===== config.mk =====
export PLATFORM = sky130hd
export DESIGN_NAME = limit_aux_ctrl
export DESIGN_NICKNAME = d
export VERILOG_FILES = /design/src/limit_aux_pkg.sv /design/src/crc_link_if.sv /design/src/answer_crc.sv /design/src/limit_aux_ctrl.sv
export SDC_FILE = /design/constraint.sdc
export NUM_CORES = 1
export LEC_CHECK = 0
export BUFFER_PORTS_ARGS = -buffer_cell sky130_fd_sc_hd__buf_2
export CAP_MARGIN = 15
export CORE_MARGIN = 2
export CORE_UTILIZATION = 35
export CTS_BUF_LIST = sky130_fd_sc_hd__clkbuf_16
export CTS_CLUSTER_DIAMETER = 30
export DETAILED_ROUTE_END_ITERATION = 8
export GPL_TIMING_DRIVEN = 0
export PLACE_DENSITY = 0.5
export SLEW_MARGIN = 20
export SYNTH_ARGS = -nofsm -noshare
export SYNTH_HDL_FRONTEND = slang
export SYNTH_SLANG_ARGS = --single-unit
export TNS_END_PERCENT = 10

===== constraint.sdc =====
create_clock -name core_clk_i -period 5.8 [get_ports core_clk_i]
set_input_delay 0.29 -clock core_clk_i [delete_from_list [all_inputs] [get_ports core_clk_i]]
set_output_delay 0.29 -clock core_clk_i [all_outputs]
set_load 0.005 [all_outputs]

===== src/limit_aux_pkg.sv =====
// shared constants for the travel-limit and auxiliary pin controller
package limit_aux_pkg;
	// ----------------------------------------
	// register offsets (byte addresses)
	// ----------------------------------------
	localparam logic [7:0] OFS_LIMIT_CFG = 8'h00;
	localparam logic [7:0] OFS_LEFT_POS = 8'h04;
	localparam logic [7:0] OFS_LEFT_FRAC = 8'h08;
	localparam logic [7:0] OFS_RIGHT_POS = 8'h0c;
	localparam logic [7:0] OFS_RIGHT_FRAC = 8'h10;
	localparam logic [7:0] OFS_AUX_CFG = 8'h14;
	localparam logic [7:0] OFS_STATUS = 8'h18;
	localparam logic [7:0] OFS_QUERY_CMD = 8'h1c;
	localparam logic [7:0] OFS_QUERY_DATA = 8'h20;
	localparam logic [7:0] OFS_QUERY_LEFT = 8'h24;
	// ----------------------------------------
	// reset values
	// ----------------------------------------
	localparam logic [7:0] RST_FLAGS = 8'h00;
	localparam logic [31:0] RST_POS = 32'h0000_0000;
	localparam logic [15:0] RST_FRAC = 16'h0000;
	// ----------------------------------------
	// field positions
	// ----------------------------------------
	localparam int LIM_FROM_POS = 0;
	localparam int STOP_LEFT = 1;
	localparam int STOP_RIGHT = 2;
	localparam int STOP_BOTH = 3;
	localparam int SW_SWAP = 0;
	localparam int SW1_LOW = 1;
	localparam int SW2_LOW = 2;
	localparam int AUX_IS_OUT = 0;
	localparam int AUX_INVERT = 1;
	// ----------------------------------------
	// aux action and output source codes (nibbles)
	// ----------------------------------------
	localparam logic [3:0] ACT_STOP = 4'h1;
	localparam logic [3:0] ACT_WIND_OFF = 4'h2;
	localparam logic [3:0] ACT_REL_MOVE = 4'h3;
	localparam logic [3:0] ACT_HOME = 4'h4;
	localparam logic [3:0] ACT_ALARM = 4'h5;
	localparam logic [3:0] OUT_ON = 4'h1;
	localparam logic [3:0] OUT_MOVING = 4'h2;
	localparam logic [3:0] OUT_ALARM = 4'h3;
	localparam logic [3:0] OUT_WIND_ON = 4'h4;
	localparam logic [3:0] OUT_FOUND = 4'h5;
	// ----------------------------------------
	// query exchange
	// ----------------------------------------
	localparam logic [31:0] CMD_READ_LIMITS = 32'h7364_6567;
	localparam logic [31:0] CMD_READ_AUX = 32'h6f69_6567;
	localparam logic [4:0] LEN_LIMITS = 5'h1a;
	localparam logic [4:0] LEN_AUX = 5'h12;
	localparam logic [15:0] CRC_INIT = 16'hffff;
	localparam logic [15:0] CRC_POLY = 16'ha001;
	localparam logic [1:0] RESP_OKAY = 2'h0;
	localparam logic [1:0] RESP_SLVERR = 2'h2;
	// one-hot query states
	typedef enum logic [1:0] {Q_IDLE = 2'h1, Q_SEND = 2'h2} query_state_t;
endpackage


===== src/crc_link_if.sv =====
// byte feed between the answer builder and its checksum engine
interface crc_link_if;
	logic clear; // restart the checksum
	logic load; // fold data into the checksum
	logic [7:0] data;
	logic [15:0] crc;
	modport source(output clear, output load, output data, input crc);
	modport engine(input clear, input load, input data, output crc);
endinterface


===== src/answer_crc.sv =====
// byte-wise 16-bit checksum engine for query answers
module answer_crc (
	// clock and reset
	input wire logic core_clk_i,
	input wire logic reset_n_i,
	// byte feed
	crc_link_if.engine link
);
	logic [15:0] crc; // running checksum
	logic [15:0] next_crc;

	// eight reflected shift steps per byte
	always_comb begin
		next_crc = crc ^ {8'h00, link.data};
		for (int i = 0; i < 8; i++) begin
			if (next_crc[0]) begin
				next_crc = (next_crc >> 1) ^ limit_aux_pkg::CRC_POLY;
			end else begin
				next_crc = next_crc >> 1;
			end
		end
	end

	// clear has priority so a new query never mixes with an old one
	always_ff @(posedge core_clk_i) begin
		if (!reset_n_i || link.clear) begin
			crc <= limit_aux_pkg::CRC_INIT;
		end else if (link.load) begin
			crc <= next_crc;
		end
	end

	assign link.crc = crc;
endmodule


===== src/limit_aux_ctrl.sv =====
// travel-limit supervision, aux pin control and settings query, axi4-lite slave
//
// Function
// - flag 0x1 selects position limits over switches
// - flag 0x2 halts at left limit
// - flag 0x4 halts at right limit
// - flag 0x8 halts at either limit
// - swap flag makes first switch the right one
// - switch flags 0x2/0x4 select low-true pins
// - left limit: signed 32 plus 16 fraction
// - right limit: signed 32 plus 16 fraction
// - setup bit 0x1 drives aux pin out
// - setup bit 0x2 inverts aux pin sense
// - low mode nibble picks input action
// - action 0x1 stops the motor
// - action 0x2 removes winding power
// - action 0x3 relative move, 0x4 homing
// - action 0x5 raises the alarm
// - high nibble 0x0 off, 0x10 on
// - output 0x20 follows moving state
// - output 0x30 follows alarm state
// - output 0x40 follows energised windings
// - output 0x50 follows motor found
// - limits query gives 26-byte answer, checksummed
// - aux query gives 18-byte answer, checksummed
//
// Our own choices: the register addresses and register access over AXI4-Lite.
module limit_aux_ctrl (
	// clock and reset
	input wire logic core_clk_i,
	input wire logic reset_n_i,
	// axi4-lite write channels
	input wire logic [7:0] s_axi_awaddr_i,
	input wire logic s_axi_awvalid_i,
	output logic s_axi_awready_o,
	input wire logic [31:0] s_axi_wdata_i,
	input wire logic [3:0] s_axi_wstrb_i,
	input wire logic s_axi_wvalid_i,
	output logic s_axi_wready_o,
	output logic [1:0] s_axi_bresp_o,
	output logic s_axi_bvalid_o,
	input wire logic s_axi_bready_i,
	// axi4-lite read channels
	input wire logic [7:0] s_axi_araddr_i,
	input wire logic s_axi_arvalid_i,
	output logic s_axi_arready_o,
	output logic [31:0] s_axi_rdata_o,
	output logic [1:0] s_axi_rresp_o,
	output logic s_axi_rvalid_o,
	input wire logic s_axi_rready_i,
	// motion state from the controller core
	input wire logic [31:0] position_i,
	input wire logic [15:0] position_fraction_i,
	input wire logic motor_moving_i,
	input wire logic alarm_state_i,
	input wire logic windings_on_i,
	input wire logic motor_found_i,
	// limit switches
	input wire logic first_switch_pin_i,
	input wire logic second_switch_pin_i,
	// auxiliary pin
	input wire logic aux_io_pin_i,
	output logic aux_io_pin_o,
	output logic aux_io_pin_oe_o,
	// supervision and commands to the motion core
	output logic at_left_limit_o,
	output logic at_right_limit_o,
	output logic halt_motor_o,
	output logic stop_command_o,
	output logic windings_off_command_o,
	output logic relative_move_command_o,
	output logic home_command_o,
	output logic alarm_set_o
);
	// ----------------------------------------
	// settings registers
	// ----------------------------------------
	logic [7:0] travel_limit_flags;
	logic [7:0] switch_config_flags;
	logic [31:0] left_limit_pos;
	logic [15:0] left_limit_fraction;
	logic [31:0] right_limit_pos;
	logic [15:0] right_limit_fraction;
	logic [7:0] aux_pin_setup;
	logic [7:0] aux_pin_mode_byte;

	// ----------------------------------------
	// bus state
	// ----------------------------------------
	logic [7:0] aw_addr; // held write address
	logic [31:0] w_data; // held write data
	logic [3:0] w_strb;
	logic aw_taken;
	logic w_taken;
	logic ar_take;
	logic wr_fire;

	assign ar_take = s_axi_arvalid_i && s_axi_arready_o;
	assign wr_fire = !s_axi_awready_o && !s_axi_wready_o && !s_axi_bvalid_o;
	assign aw_taken = s_axi_awvalid_i && s_axi_awready_o;
	assign w_taken = s_axi_wvalid_i && s_axi_wready_o;

	// merge byte lanes into an old word
	function automatic logic [31:0] merge(input logic [31:0] old, input logic [31:0] val,
			input logic [3:0] strb);
		logic [31:0] res;
		res = old;
		for (int b = 0; b < 4; b++) begin
			if (strb[b]) begin
				res[b*8 +: 8] = val[b*8 +: 8];
			end
		end
		return res;
	endfunction

	// position in 1/256 microsteps, wide enough that no sum overflows
	function automatic logic signed [40:0] fine(input logic [31:0] pos,
			input logic [15:0] frac);
		return 41'($signed({pos, 8'h00})) + 41'($signed(frac));
	endfunction

	// ----------------------------------------
	// decode
	// ----------------------------------------
	logic [31:0] cfg_word;
	logic [31:0] lim_old;
	logic [31:0] aux_old;
	logic [31:0] wr_merged;
	logic wr_hit;
	assign lim_old = {16'h0000, switch_config_flags, travel_limit_flags};
	assign aux_old = {16'h0000, aux_pin_mode_byte, aux_pin_setup};
	assign cfg_word = (aw_addr == limit_aux_pkg::OFS_LIMIT_CFG) ? lim_old : aux_old;
	assign wr_merged = merge(cfg_word, w_data, w_strb);
	assign wr_hit = (aw_addr == limit_aux_pkg::OFS_LIMIT_CFG)
		|| (aw_addr == limit_aux_pkg::OFS_LEFT_POS)
		|| (aw_addr == limit_aux_pkg::OFS_LEFT_FRAC)
		|| (aw_addr == limit_aux_pkg::OFS_RIGHT_POS)
		|| (aw_addr == limit_aux_pkg::OFS_RIGHT_FRAC)
		|| (aw_addr == limit_aux_pkg::OFS_AUX_CFG)
		|| (aw_addr == limit_aux_pkg::OFS_QUERY_CMD);

	// channel handshakes: each ready drops once its item is held
	always_ff @(posedge core_clk_i) begin
		if (!reset_n_i) begin
			s_axi_awready_o <= 1'b1;
			s_axi_wready_o <= 1'b1;
			s_axi_bvalid_o <= 1'b0;
			s_axi_bresp_o <= limit_aux_pkg::RESP_OKAY;
			aw_addr <= 8'h00;
			w_data <= 32'h0000_0000;
			w_strb <= 4'h0;
		end else begin
			if (aw_taken) begin
				s_axi_awready_o <= 1'b0;
				aw_addr <= s_axi_awaddr_i;
			end
			if (w_taken) begin
				s_axi_wready_o <= 1'b0;
				w_data <= s_axi_wdata_i;
				w_strb <= s_axi_wstrb_i;
			end
			if (wr_fire) begin
				s_axi_bvalid_o <= 1'b1;
				s_axi_bresp_o <= wr_hit ? limit_aux_pkg::RESP_OKAY : limit_aux_pkg::RESP_SLVERR;
			end else if (s_axi_bvalid_o && s_axi_bready_i) begin
				s_axi_bvalid_o <= 1'b0;
				s_axi_awready_o <= 1'b1;
				s_axi_wready_o <= 1'b1;
			end
		end
	end

	// settings writes
	always_ff @(posedge core_clk_i) begin
		if (!reset_n_i) begin
			travel_limit_flags <= limit_aux_pkg::RST_FLAGS;
			switch_config_flags <= limit_aux_pkg::RST_FLAGS;
			left_limit_pos <= limit_aux_pkg::RST_POS;
			left_limit_fraction <= limit_aux_pkg::RST_FRAC;
			right_limit_pos <= limit_aux_pkg::RST_POS;
			right_limit_fraction <= limit_aux_pkg::RST_FRAC;
			aux_pin_setup <= limit_aux_pkg::RST_FLAGS;
			aux_pin_mode_byte <= limit_aux_pkg::RST_FLAGS;
		end else if (wr_fire) begin
			case (aw_addr)
				limit_aux_pkg::OFS_LIMIT_CFG: begin
					{switch_config_flags, travel_limit_flags} <= wr_merged[15:0];
				end
				limit_aux_pkg::OFS_LEFT_POS: begin
					left_limit_pos <= merge(left_limit_pos, w_data, w_strb);
				end
				limit_aux_pkg::OFS_LEFT_FRAC: begin
					left_limit_fraction <= frac_merge(left_limit_fraction);
				end
				limit_aux_pkg::OFS_RIGHT_POS: begin
					right_limit_pos <= merge(right_limit_pos, w_data, w_strb);
				end
				limit_aux_pkg::OFS_RIGHT_FRAC: begin
					right_limit_fraction <= frac_merge(right_limit_fraction);
				end
				limit_aux_pkg::OFS_AUX_CFG: begin
					{aux_pin_mode_byte, aux_pin_setup} <= wr_merged[15:0];
				end
				default: begin
					// query command and unmapped addresses hold no settings
				end
			endcase
		end
	end

	// low half-word merge for the fraction registers
	function automatic logic [15:0] frac_merge(input logic [15:0] old);
		logic [31:0] res;
		res = merge({16'h0000, old}, w_data, w_strb);
		return res[15:0];
	endfunction

	// ----------------------------------------
	// limit supervision
	// ----------------------------------------
	logic sw1_act;
	logic sw2_act;
	logic left_sw;
	logic right_sw;
	logic at_left;
	logic at_right;
	logic next_halt;
	assign sw1_act = first_switch_pin_i ^ switch_config_flags[limit_aux_pkg::SW1_LOW];
	assign sw2_act = second_switch_pin_i ^ switch_config_flags[limit_aux_pkg::SW2_LOW];
	assign left_sw = switch_config_flags[limit_aux_pkg::SW_SWAP] ? sw2_act : sw1_act;
	assign right_sw = switch_config_flags[limit_aux_pkg::SW_SWAP] ? sw1_act : sw2_act;
	// fine comparison uses the fraction too; servo cores simply report zero there
	assign at_left = travel_limit_flags[limit_aux_pkg::LIM_FROM_POS]
		? (fine(position_i, position_fraction_i) <= fine(left_limit_pos, left_limit_fraction))
		: left_sw;
	assign at_right = travel_limit_flags[limit_aux_pkg::LIM_FROM_POS]
		? (fine(position_i, position_fraction_i) >= fine(right_limit_pos, right_limit_fraction))
		: right_sw;
	assign next_halt = (travel_limit_flags[limit_aux_pkg::STOP_LEFT] && at_left)
		|| (travel_limit_flags[limit_aux_pkg::STOP_RIGHT] && at_right)
		|| (travel_limit_flags[limit_aux_pkg::STOP_BOTH] && (at_left || at_right));

	// ----------------------------------------
	// auxiliary pin
	// ----------------------------------------
	logic aux_is_out;
	logic aux_sense;
	logic aux_prev; // last sensed level for edge detection
	logic aux_event;
	logic [3:0] in_action;
	logic [3:0] out_source;
	logic aux_active;
	assign aux_is_out = aux_pin_setup[limit_aux_pkg::AUX_IS_OUT];
	assign aux_sense = aux_io_pin_i ^ aux_pin_setup[limit_aux_pkg::AUX_INVERT];
	assign aux_event = !aux_is_out && aux_sense && !aux_prev;
	assign in_action = aux_pin_mode_byte[3:0];
	assign out_source = aux_pin_mode_byte[7:4];
	// unknown source codes leave the pin inactive
	assign aux_active = (out_source == limit_aux_pkg::OUT_ON)
		|| ((out_source == limit_aux_pkg::OUT_MOVING) && motor_moving_i)
		|| ((out_source == limit_aux_pkg::OUT_ALARM) && alarm_state_i)
		|| ((out_source == limit_aux_pkg::OUT_WIND_ON) && windings_on_i)
		|| ((out_source == limit_aux_pkg::OUT_FOUND) && motor_found_i);

	// registered supervision and one-cycle action pulses; unknown actions do nothing
	always_ff @(posedge core_clk_i) begin
		if (!reset_n_i) begin
			aux_prev <= 1'b0;
			at_left_limit_o <= 1'b0;
			at_right_limit_o <= 1'b0;
			halt_motor_o <= 1'b0;
			stop_command_o <= 1'b0;
			windings_off_command_o <= 1'b0;
			relative_move_command_o <= 1'b0;
			home_command_o <= 1'b0;
			alarm_set_o <= 1'b0;
			aux_io_pin_o <= 1'b0;
			aux_io_pin_oe_o <= 1'b0;
		end else begin
			aux_prev <= aux_sense;
			at_left_limit_o <= at_left;
			at_right_limit_o <= at_right;
			halt_motor_o <= next_halt;
			stop_command_o <= aux_event && (in_action == limit_aux_pkg::ACT_STOP);
			windings_off_command_o <= aux_event
				&& (in_action == limit_aux_pkg::ACT_WIND_OFF);
			relative_move_command_o <= aux_event
				&& (in_action == limit_aux_pkg::ACT_REL_MOVE);
			home_command_o <= aux_event && (in_action == limit_aux_pkg::ACT_HOME);
			alarm_set_o <= aux_event && (in_action == limit_aux_pkg::ACT_ALARM);
			aux_io_pin_o <= aux_is_out && (aux_active ^ aux_pin_setup[limit_aux_pkg::AUX_INVERT]);
			aux_io_pin_oe_o <= aux_is_out;
		end
	end

	// ----------------------------------------
	// settings query
	// ----------------------------------------
	limit_aux_pkg::query_state_t query_state;
	logic [31:0] query_cmd;
	logic [4:0] query_idx; // next answer byte
	logic [4:0] query_len;
	logic [191:0] answer_vec;
	logic [7:0] answer_byte;
	logic is_limits;
	logic cmd_write;
	logic pop;
	crc_link_if crc_link();

	// answers are little-endian; trailing reserved bytes are zero
	assign is_limits = (query_cmd == limit_aux_pkg::CMD_READ_LIMITS);
	assign answer_vec = is_limits
		? {48'h0, right_limit_fraction, right_limit_pos, left_limit_fraction, left_limit_pos,
			switch_config_flags, travel_limit_flags, query_cmd}
		: {144'h0, aux_pin_mode_byte, aux_pin_setup, query_cmd};
	assign answer_byte = (query_idx == query_len - 5'h02) ? crc_link.crc[7:0]
		: (query_idx == query_len - 5'h01) ? crc_link.crc[15:8]
		: answer_vec[{query_idx, 3'h0} +: 8];
	assign cmd_write = wr_fire && (aw_addr == limit_aux_pkg::OFS_QUERY_CMD);
	assign pop = ar_take && (s_axi_araddr_i == limit_aux_pkg::OFS_QUERY_DATA)
		&& (query_state == limit_aux_pkg::Q_SEND);
	assign crc_link.clear = cmd_write;
	assign crc_link.load = pop && (query_idx < query_len - 5'h02);
	assign crc_link.data = answer_byte;

	answer_crc crc_engine (
		.core_clk_i(core_clk_i),
		.reset_n_i(reset_n_i),
		.link(crc_link.engine)
	);

	// a new command restarts the answer; an unknown code yields none
	always_ff @(posedge core_clk_i) begin
		if (!reset_n_i) begin
			query_state <= limit_aux_pkg::Q_IDLE;
			query_cmd <= 32'h0000_0000;
			query_idx <= 5'h00;
			query_len <= 5'h00;
		end else if (cmd_write) begin
			query_cmd <= w_data;
			query_idx <= 5'h00;
			case (w_data)
				limit_aux_pkg::CMD_READ_LIMITS: begin
					query_len <= limit_aux_pkg::LEN_LIMITS;
					query_state <= limit_aux_pkg::Q_SEND;
				end
				limit_aux_pkg::CMD_READ_AUX: begin
					query_len <= limit_aux_pkg::LEN_AUX;
					query_state <= limit_aux_pkg::Q_SEND;
				end
				default: begin
					query_len <= 5'h00;
					query_state <= limit_aux_pkg::Q_IDLE;
				end
			endcase
		end else if (pop) begin
			query_idx <= query_idx + 5'h01;
			if (query_idx == query_len - 5'h01) begin
				query_state <= limit_aux_pkg::Q_IDLE;
			end
		end
	end

	// ----------------------------------------
	// read channel
	// ----------------------------------------
	logic [31:0] rd_data;
	logic rd_hit;
	logic sending;
	assign sending = (query_state == limit_aux_pkg::Q_SEND);
	assign rd_hit = wr_hit_r(s_axi_araddr_i) || (s_axi_araddr_i == limit_aux_pkg::OFS_STATUS)
		|| (s_axi_araddr_i == limit_aux_pkg::OFS_QUERY_DATA)
		|| (s_axi_araddr_i == limit_aux_pkg::OFS_QUERY_LEFT);
	assign rd_data = (s_axi_araddr_i == limit_aux_pkg::OFS_LIMIT_CFG) ? lim_old
		: (s_axi_araddr_i == limit_aux_pkg::OFS_LEFT_POS) ? left_limit_pos
		: (s_axi_araddr_i == limit_aux_pkg::OFS_LEFT_FRAC) ? {16'h0000, left_limit_fraction}
		: (s_axi_araddr_i == limit_aux_pkg::OFS_RIGHT_POS) ? right_limit_pos
		: (s_axi_araddr_i == limit_aux_pkg::OFS_RIGHT_FRAC) ? {16'h0000, right_limit_fraction}
		: (s_axi_araddr_i == limit_aux_pkg::OFS_AUX_CFG) ? aux_old
		: (s_axi_araddr_i == limit_aux_pkg::OFS_STATUS)
			? {27'h0, aux_io_pin_o, aux_sense, halt_motor_o, at_right_limit_o, at_left_limit_o}
		: (s_axi_araddr_i == limit_aux_pkg::OFS_QUERY_CMD) ? query_cmd
		: (s_axi_araddr_i == limit_aux_pkg::OFS_QUERY_DATA)
			? {23'h0, sending, sending ? answer_byte : 8'h00}
		: (s_axi_araddr_i == limit_aux_pkg::OFS_QUERY_LEFT) ? {27'h0, query_len - query_idx}
		: 32'h0000_0000;

	// readable settings offsets, shared with the write decode
	function automatic logic wr_hit_r(input logic [7:0] a);
		return (a == limit_aux_pkg::OFS_LIMIT_CFG) || (a == limit_aux_pkg::OFS_LEFT_POS)
			|| (a == limit_aux_pkg::OFS_LEFT_FRAC) || (a == limit_aux_pkg::OFS_RIGHT_POS)
			|| (a == limit_aux_pkg::OFS_RIGHT_FRAC) || (a == limit_aux_pkg::OFS_AUX_CFG)
			|| (a == limit_aux_pkg::OFS_QUERY_CMD);
	endfunction

	// one read at a time; data captured at the address handshake
	always_ff @(posedge core_clk_i) begin
		if (!reset_n_i) begin
			s_axi_arready_o <= 1'b1;
			s_axi_rvalid_o <= 1'b0;
			s_axi_rdata_o <= 32'h0000_0000;
			s_axi_rresp_o <= limit_aux_pkg::RESP_OKAY;
		end else if (ar_take) begin
			s_axi_arready_o <= 1'b0;
			s_axi_rvalid_o <= 1'b1;
			s_axi_rdata_o <= rd_data;
			s_axi_rresp_o <= rd_hit ? limit_aux_pkg::RESP_OKAY : limit_aux_pkg::RESP_SLVERR;
		end else if (s_axi_rvalid_o && s_axi_rready_i) begin
			s_axi_rvalid_o <= 1'b0;
			s_axi_arready_o <= 1'b1;
		end
	end
endmodule


Word level (Yosys, flattened, before mapping)

Cells that the tools add are included.
Widths: inputs -> output; s select.

Shifts and indexed selects: 1
Multiplexer cells: 48
Bitwise logic cells: 14
Add/subtract/negate cells: 7
Reduce and logical (&&, ||, !) cells: 78
Eq/ne operators: 31
Order comparisons: 3

Operators with widths:

| cell                 | count |
|---|---|
| $mux 32              | 8 |
| $shiftx 192x9->8     | 1 |
| $mux 144             | 1 |
| $mux 16              | 9 |
| $add 40x16->41       | 3 |
| $eq 32x31->1 const B | 3 |
| $eq 8x5->1 const B   | 7 |
| $ge 41x41->1         | 1 |
| $le 41x41->1         | 1 |
| $mux 8               | 5 |
| $reduce_and 3->1     | 12 |
| $eq 8x4->1 const B   | 4 |
| $logic_and 1x1->1    | 26 |
| $not 2->3            | 8 |
| $logic_or 1x1->1     | 23 |
| $eq 4x2->1 const B   | 4 |
| $eq 4x3->1 const B   | 4 |
| $eq 8x3->1 const B   | 2 |
| $eq 8x6->1 const B   | 2 |
| $logic_not 8->1      | 2 |
| $mux 1               | 16 |
| $xor 16x8->16        | 1 |
| $mux 2               | 6 |
| $eq 5x5->1           | 2 |
| 16 further kinds     | 31 |

Word-level logic and storage cells: 225
Output and inout port bits: 51
Register bits: 284

Depth between registers and ports, before layout

Gate-level depths: netlist (run 1).

Depth in word-level cells: 22
Depth in mapped cells: 27
Gate-level depth less buffers: 27

By module

Synthesis (run 1) repeated with hierarchy kept, for this count alone.

Cell total of the unflattened synthesis: 2356
Area total of the unflattened synthesis: 20189.4 um^2

By module, submodules not included:

| module         | cells an instance | instances | area an instance (um^2) | seq. area each (um^2) |
|---|---|---|---|---|
| limit_aux_ctrl | 2268              | 1         | 19347.3                 | 5265.0 |
| answer_crc     | 88                | 1         | 842.1                   | 320.3 |

Worst setup path before layout (run 1)

OpenSTA, ideal clock, no wires.

Path kind: reg2reg
Start point: register right_limit_fraction[15]
End point: register halt_motor_o
Slack: 723 ps
Arrival: 4957 ps
Stages on the path, launching flop included: 23
Data required time: 5680 ps
Cells stage by stage: dfxtp_1 -> ha_1 -> a21o_1 -> a21oi_1 -> nand2b_1 -> nand4_1 -> a221oi_1 -> o21ai_1 -> a221o_1 -> a2111oi_0 -> o21bai_1 -> a21oi_1 -> xor2_1 -> ha_1 -> nand4_1 -> nor3_1 -> a21oi_1 -> o31ai_1 -> a221o_1 -> a211oi_1 -> a21oi_1 -> o21ai_0 -> nand2_1

Cells in the longest elaborated chain, start to end: 6
Elaborated cells on any way between the ends: 8
Those cells by class: add/sub (1); order compare (1); mux (1); reduce/logical (5)

Ends and longest elaborated chain:

| item                                                  | RTL line                                     | text |
|---|---|---|
| start: declaration                                    | limit_aux_ctrl.sv:83                         | `logic [15:0] right_limit_fraction;` |
| start signal: assignment                              | limit_aux_ctrl.sv:181                        | `right_limit_fraction <= limit_aux_pkg::RST_FRAC;` |
| start signal: assignment                              | limit_aux_ctrl.sv:199                        | `right_limit_fraction <= frac_merge(right_limit_fraction);` |
| $add 40x16->41 *                                      | limit_aux_ctrl.sv:119                        | `return 41'($signed({pos, 8'h00})) + 41'($signed(frac));` |
| $ge 41x41->1 *                                        | limit_aux_ctrl.sv:237                        | `? (fine(position_i, position_fraction_i) >= fine(right_limit_pos, right_limit_fraction))` |
| $mux 1 *                                              | limit_aux_ctrl.sv:237                        |  |
| $logic_and 1x1->1 or $logic_or 1x1->1 (tied branches) | limit_aux_ctrl.sv:240, limit_aux_ctrl.sv:241 |  |
| $logic_or 1x1->1 or $logic_and 1x1->1 (tied branches) | limit_aux_ctrl.sv:240, limit_aux_ctrl.sv:241 |  |
| $logic_or 1x1->1 *                                    | limit_aux_ctrl.sv:241                        | `\|\| (travel_limit_flags[limit_aux_pkg::STOP_BOTH] && (at_left \|\| at_right));` |
| end signal: assignment                                | limit_aux_ctrl.sv:283                        | `halt_motor_o <= next_halt;` |
| end: declaration                                      | limit_aux_ctrl.sv:68                         | `output logic halt_motor_o,` |

Mark *: on every way between the ends. The rest lies on a longest branch, timed or not.
A chain may end at the register's enable or synchronous reset.

Worst setup path after layout (run 1)

Start point: register right_limit_pos[0]
End point: register halt_motor_o

Cells in the longest elaborated chain, start to end: 6
Elaborated cells on any way between the ends: 8
Those cells by class: add/sub (1); order compare (1); mux (1); reduce/logical (5)

Ends and longest elaborated chain:

| item                                                  | RTL line                                     | text |
|---|---|---|
| start: declaration                                    | limit_aux_ctrl.sv:82                         | `logic [31:0] right_limit_pos;` |
| start signal: assignment                              | limit_aux_ctrl.sv:180                        | `right_limit_pos <= limit_aux_pkg::RST_POS;` |
| start signal: assignment                              | limit_aux_ctrl.sv:196                        | `right_limit_pos <= merge(right_limit_pos, w_data, w_strb);` |
| $add 40x16->41 *                                      | limit_aux_ctrl.sv:119                        |  |
| $ge 41x41->1 *                                        | limit_aux_ctrl.sv:237                        |  |
| $mux 1 *                                              | limit_aux_ctrl.sv:237                        |  |
| $logic_and 1x1->1 or $logic_or 1x1->1 (tied branches) | limit_aux_ctrl.sv:240, limit_aux_ctrl.sv:241 |  |
| $logic_or 1x1->1 or $logic_and 1x1->1 (tied branches) | limit_aux_ctrl.sv:240, limit_aux_ctrl.sv:241 |  |
| $logic_or 1x1->1 *                                    | limit_aux_ctrl.sv:241                        |  |

Marked as above.

==> metrics.csv, run 1 <==
metric,value,unit
avgViaCountPerCell,5.751,
area_delta_synth_final,24.18,%
utilization,43.83,%
fin_crit_sh,97.31,%
cts_sinks,279,
drv_cap,0,
vdd_ir_drop_max,0.0002127,V
reg2reg_from,right_limit_pos[0],
endpoint,halt_motor_o,
core,57480,µm²
detail_route.first_pass.iterations,9,
initial_utilization,35.30,%
synthTopCellsByCount,"nand2_1, dfxtp_1, ha_1, mux2i_1, nor2b_1",
dp_hpwl,68610,µm
gr-total-overflow,0,
grt_pass1_wl,127400,µm
drv_slew,0,
io_pins,165,
ys_seq_area_share,27.53,%
synth_edf_count,0,
drive_above_1_share,13.77,%
die_area,59910,µm²
run_status,"complete, but fails checks",
setup.worst_path.start_class,flip-flop,
async_reset_ff_share,0,%
skew,35.95,ps
syn-instance-count,2349,
fill_cells,5789,
drt-total-wl,88180,µm
hp-class,primary input to flip-flop,
synth_top_area_cell,dfxtp_1,
groute.usage.overall,28.90,%
dr.first_iter.drc_count,1908,
cts_tree,yes,
cts_buffers,72,
synth_top_area_share,27.53,%
synth-seq-cells,279,
finalHoldViolCount,0,
ys_types,87,
min_period,5644,ps
rows,88,
nNetsFinal,2948,
hold_ws,42.58,ps
critical_path_class,flip-flop to flip-flop,
path_max_fanout,4,
portBuffers,160,
timing.fmax,177.2,MHz
post_drt_wl_per_cell,25.42,µm
p_leak,0.01094,µW
dr_total_vias,19950,
grt_pass1_vias,19320,
ys_warn_count,0,
crit_path_end_kind,flip-flop,
antenna_found_initial,4,
clock_path_buffers,3,
reg2reg_slack,160,ps
syn_area,20290,µm²
max_slew_margin,21.75,%
clkSlewWorstSetupHoldPaths,40,ps
required,6310,ps
cts_max_level,3,
setup_viol,0,
synth_most_common_cell,nand2_1,
crit_path_start,right_limit_pos[0],
synth_flop_cell,dfxtp_1,
r2r-end,halt_motor_o,
worstRegToRegCells,25,
insertion_delay,620,ps
final_antenna_net_count,0,
avgSynthCellArea,8.637,µm²
die_x,244.8,µm
ys_top_cells_by_area,"dfxtp_1, ha_1, mux2i_1",
powerDensity,269.7,nW/µm²
dieHeight,244.8,µm
drc,7,
place_congestion,0.9916,
cts_root_buffer,clkbuf_16,
tightest_slew,1171,ps
cp.arrival,6160,ps
grt_max_degree,26,
violations,design-rule violations,
## cells by family (layout without fill, tap and decap cells)
kind of cell             Yosys count  after routing  synth area share [%]
AO/OA/AOI/OAI                    623            623                 21.34
XOR/XNOR                         113            113                 5.137
adder cells (fa/ha/maj)          189            189                 11.80
buffers and inverters            191            542                 3.922
flip-flops                       279            279                 27.53
multiplexers                     190            190                 11.20
other                              1              5               0.01848
AND/OR/NAND/NOR                  763            763                 19.04
## worst min path at each step
| stage | startpoint | end | depth (start not counted) |
|---|---|---|---|
| final | aux_io_pin_i | aux_prev | 3 |
| after global routing | aux_io_pin_i | aux_prev | 3 |
| after CTS | aux_io_pin_i | aux_prev | 3 |
| after detailed placement | query_state[0] | query_state[0] | 2 |
| after global placement | query_state[1] | query_state[1] | 1 |
| after floorplan | s_axi_wvalid_i | s_axi_wready_o | 1 |
## metrics by stage
step                      setup slack, ps  setup TNS [ps]  cells  power [µW]  cell area, µm²
after floorplan                     722.9               0   2350        2527           20290
after global placement              -1444           -3506   3275        2820           22050
after detailed placement           -933.1           -2040   3276        2842           22080
after CTS                           30.13               0   3459        6810           25080
after global routing               -26.83          -26.83   3466        7032           25190
final                               156.3               0   3469        6794           25190
## cell usage in the layout (no fill, tap or decap), types with 71 or more instances in the layout
cell type / Yosys / routed
a21boi_0: 80 / 79
a21oi_1: 130 / 128
buf_2: 11 / 171
clkbuf_1: 105 / 105
clkbuf_16: 0 / 72
dfxtp_1: 279 / 272
ha_1: 185 / 185
inv_1: 63 / 71
mux2i_1: 158 / 158
nand2_1: 281 / 281
nor2_1: 100 / 99
nor2b_1: 156 / 156
o21ai_0: 100 / 97
## registers in the layout (all words and copies together), names as in the netlist, 2 cells and up
signal / count
left_limit_pos: 32
query_len: 2
s_axi_rdata_o: 32
query_cmd: 32
w_strb: 4
aw_addr: 8
travel_limit_flags: 8
switch_config_flags: 8
w_data: 32
left_limit_fraction: 16
right_limit_fraction: 16
right_limit_pos: 32
aux_pin_setup: 8
aux_pin_mode_byte: 8
crc_engine.link.crc: 16
query_state: 2
query_idx: 5
## cell type report
cell class | instances | area [µm²] | area share, %
Tap cell | 765 | 957.2 | 3.799
Clock buffer | 72 | 1802 | 7.151
Inverter | 64 | 240.2 | 0.9535
Timing Repair Buffer | 221 | 1399 | 5.552
Clock inverter | 58 | 606.8 | 2.409
Antenna cell | 3 | 7.507 | 0.02980
Sequential cell | 279 | 5597 | 22.21
Multi-Input combinational cell | 1880 | 14030 | 55.69
Buffer | 127 | 555.5 | 2.205
## critical path, cell delays in order (launching register included)
cell	delay, ps
dfxtp_1	400
ha_1	260
inv_1	70
fa_1	200
nor2b_1	60
o21ai_1	160
a21boi_1	130
o21ai_1	230
nand4_1	200
a221oi_4	360
o21ai_2	130
a221o_1	420
a211o_1	300
and3_1	160
o32a_1	360
ha_1	330
nand4_1	150
nor3_2	290
a21oi_2	120
o31ai_2	250
a221o_1	290
o21ai_1	110
a21oi_2	140
buf_4	160
o21ai_0	80
nand2_1	140
## timing repair
action                                  4_1_cts  5_1_grt
hold endpoints to repair                     48        0
gates cloned                                  0        0
pin swaps                                     2        5
hold buffers                                 48        0
setup buffers                                 5        7
endpoints found under the setup margin        3        3
resized for setup                            16       15
## routing by layer
| metal | part of all wire, % | vias up | global-route usage [%] |
|---|---|---|---|
| li1 | - | 9281 | - |
| met1 | 44 | 9604 | 38.13 |
| met2 | 43 | 838 | 45.05 |
| met3 | 7.6 | 226 | 5.707 |
| met4 | 5.3 | 0 | 14.08 |
| met5 | 0 | - | 0 |
## power by group
part           switching (µW)  internal, µW
Sequential               39.0          1960
Clock                    1290          2660
Combinational             502           345
Total                    1830          4970
(Power assumes the default switching activity.)
==> run 2: changes to the inputs <==
Clock period 5.8 ns to 7.3 ns, I/O delays scaled along.
==> run 2 against run 1 <==
The flow now finishes without violations. Worst hold slack worse by 32 ps. Sequential cell count unchanged. Wire length down 0.88%. Die area unchanged. Worst setup slack better by 230 ps.
==> metrics.csv, run 2 (synthesis results as in run 1) <==
metric,value,unit
run_status,"finished, final reports clean",
core,57480,µm²
initial_utilization,35.30,%
hold_start,s_axi_wdata_i[30],
clkPwrFrac,58.4,%
cts_max_level,3,
final_antenna_net_count,0,
rows,88,
hold_ws,10.70,ps
p_comb_share,12.0,%
setup_viol,0,
fin_cells,3412,
r2r-end,halt_motor_o,
skew,36.59,ps
cts_tree,yes,
grt_pass1_vias,19040,
drv_cap,0,
detail_route.first_pass.iterations,9,
final_common_cell,nand2_1,
max_slew_margin,18.96,%
gr-total-overflow,0,
required,7810,ps
crit_path_end_kind,flip-flop,
hp-class,primary input to flip-flop,
grt_max_degree,29,
groute.usage.overall,28.63,%
avgViaCountPerCell,5.788,
hold_end,w_data[30],
die_x,244.8,µm
timing.final.ws_setup,385.6,ps
min_period,6914,ps
place_ws,566.9,ps
cts_sinks,279,
reg2reg_slack,390,ps
drv_slew,0,
multi_input_area,13920,µm²
drt-total-wl,87410,µm
critical_path_class,flip-flop to flip-flop,
holdPathStages,3,
fin_crit_sh,94.72,%
finalHoldViolCount,0,
final_cell_mix,"nand2_1, dfxtp_1, ha_1",
p_leak,0.01068,µW
cp.arrival,7430,ps
dieHeight,244.8,µm
p_sw_share,26.95,%
dr.first_iter.drc_count,2061,
dp_hpwl,68610,µm
timing.fmax,144.6,MHz
place_congestion,0.9916,
cts_root_buffer,clkbuf_16,
cts_buffers,72,
reg2reg_from,right_limit_fraction[15],
worstRegToRegCells,22,
powerDensity,219.2,nW/µm²
tightest_slew,1211,ps
ff_latch_area,5588,µm²
insertion_delay,620,ps
post_drt_wl_per_cell,25.62,µm
io_pins,165,
dp_cells,3276,
area_delta_synth_final,20.89,%
dr_total_vias,19750,
drive_above_1_share,12.78,%
utilization,42.67,%
clock_path_buffers,3,
antenna_found_initial,5,
die_area,59910,µm²
portBuffers,160,
fill_cells,5849,
p_seq_share,29.6,%
rsz0062_at_grt,no,
vdd_ir_drop_max,0.0001691,V
p_sw,1449,µW
clkSlewWorstSetupHoldPaths,40,ps
grt_pass1_wl,126000,µm
setup.worst_path.start_class,flip-flop,
fin_tns_setup,0,ps
drc,0,
nNetsFinal,2891,
path_max_fanout,28,
p_int,3927,µW
cts_setup_buffers,0,
[run 2: changes by cell type in the layout (fill, tap and decap cells not counted), moves of 2 or more]
cell	previous run	this run
dlygate4sd3_1	48	3
buf_4	16	5
dfxtp_1	272	277
dfxtp_2	6	2
o21ai_0	97	100
a2111oi_0	2	4
a21oi_1	128	130
a21oi_2	2	0
nor3_1	20	22
nor3_2	2	0
o21ai_2	2	0
o31ai_1	12	14
o31ai_2	3	1
[run 2: worst max-delay path: stages (launching register included)]
cell	delay, ps
dfxtp_2	820
ha_1	440
a21o_1	200
a21oi_1	180
nand2b_1	160
nand4_1	100
a221oi_1	590
o21ai_1	250
a221o_1	410
a2111oi_0	520
o21bai_1	140
a21oi_1	180
xor2_1	110
ha_1	310
nand4_1	110
nor3_1	330
a21oi_1	180
o31ai_1	340
a221o_1	290
o21ai_0	120
a21oi_1	650
o21ai_0	170
nand2_1	180
[run 2: final cells by class]
cell class | count | area share [%]
clock buffer | 72 | 7.346
tap | 765 | 3.902
multi-input combinational | 1880 | 56.75
inverter | 64 | 0.9794
timing repair buffer | 164 | 3.469
antenna | 3 | 0.03061
sequential | 279 | 22.78
clock inverter | 58 | 2.474
buffer | 127 | 2.265
[run 2: routing by layer]
layer  global-route usage [%]  vias up  part of all wire [%]
met5                        0        -                     0
met4                    13.99        0                   5.2
met3                    5.379      223                   7.1
met2                    44.48      859                    43
met1                    38.02     9510                    44
li1                         -     9157                     -
[run 2: timing repair]
item / in CTS / in global routing
endpoints found under the hold margin: 3 / 0
endpoints found under the setup margin: 0 / 0
resized for setup: 0 / 0
hold buffers: 3 / 0
[run 2: per-stage QoR]
| step | instance area [µm²] | power [µW] |
|---|---|---|
| 2_1_floorplan | 20290 | 2008 |
| 3_3_place_gp | 22050 | 2241 |
| 3_5_place_dp | 22080 | 2258 |
| 4_1_cts | 24520 | 5389 |
| 5_1_grt | 24520 | 5560 |
| 6_report | 24530 | 5376 |
[run 2: power by group through the flow]
stage	sequential, µW	combinational, µW	clock (µW)
final	1590	647	3140
after global routing	1590	723	3240
after CTS	1590	647	3150
after detailed placement	1620	641	0
after global placement	1620	625	0
after floorplan	1600	404	0
[run 2: worst max-delay path by stage]
stage	endpoint	from
floorplan	halt_motor_o	right_limit_fraction[15]
global placement	halt_motor_o	right_limit_fraction[15]
detailed placement	halt_motor_o	right_limit_fraction[15]
CTS	halt_motor_o	right_limit_fraction[15]
global route	halt_motor_o	right_limit_fraction[15]
finish	halt_motor_o	right_limit_fraction[15]
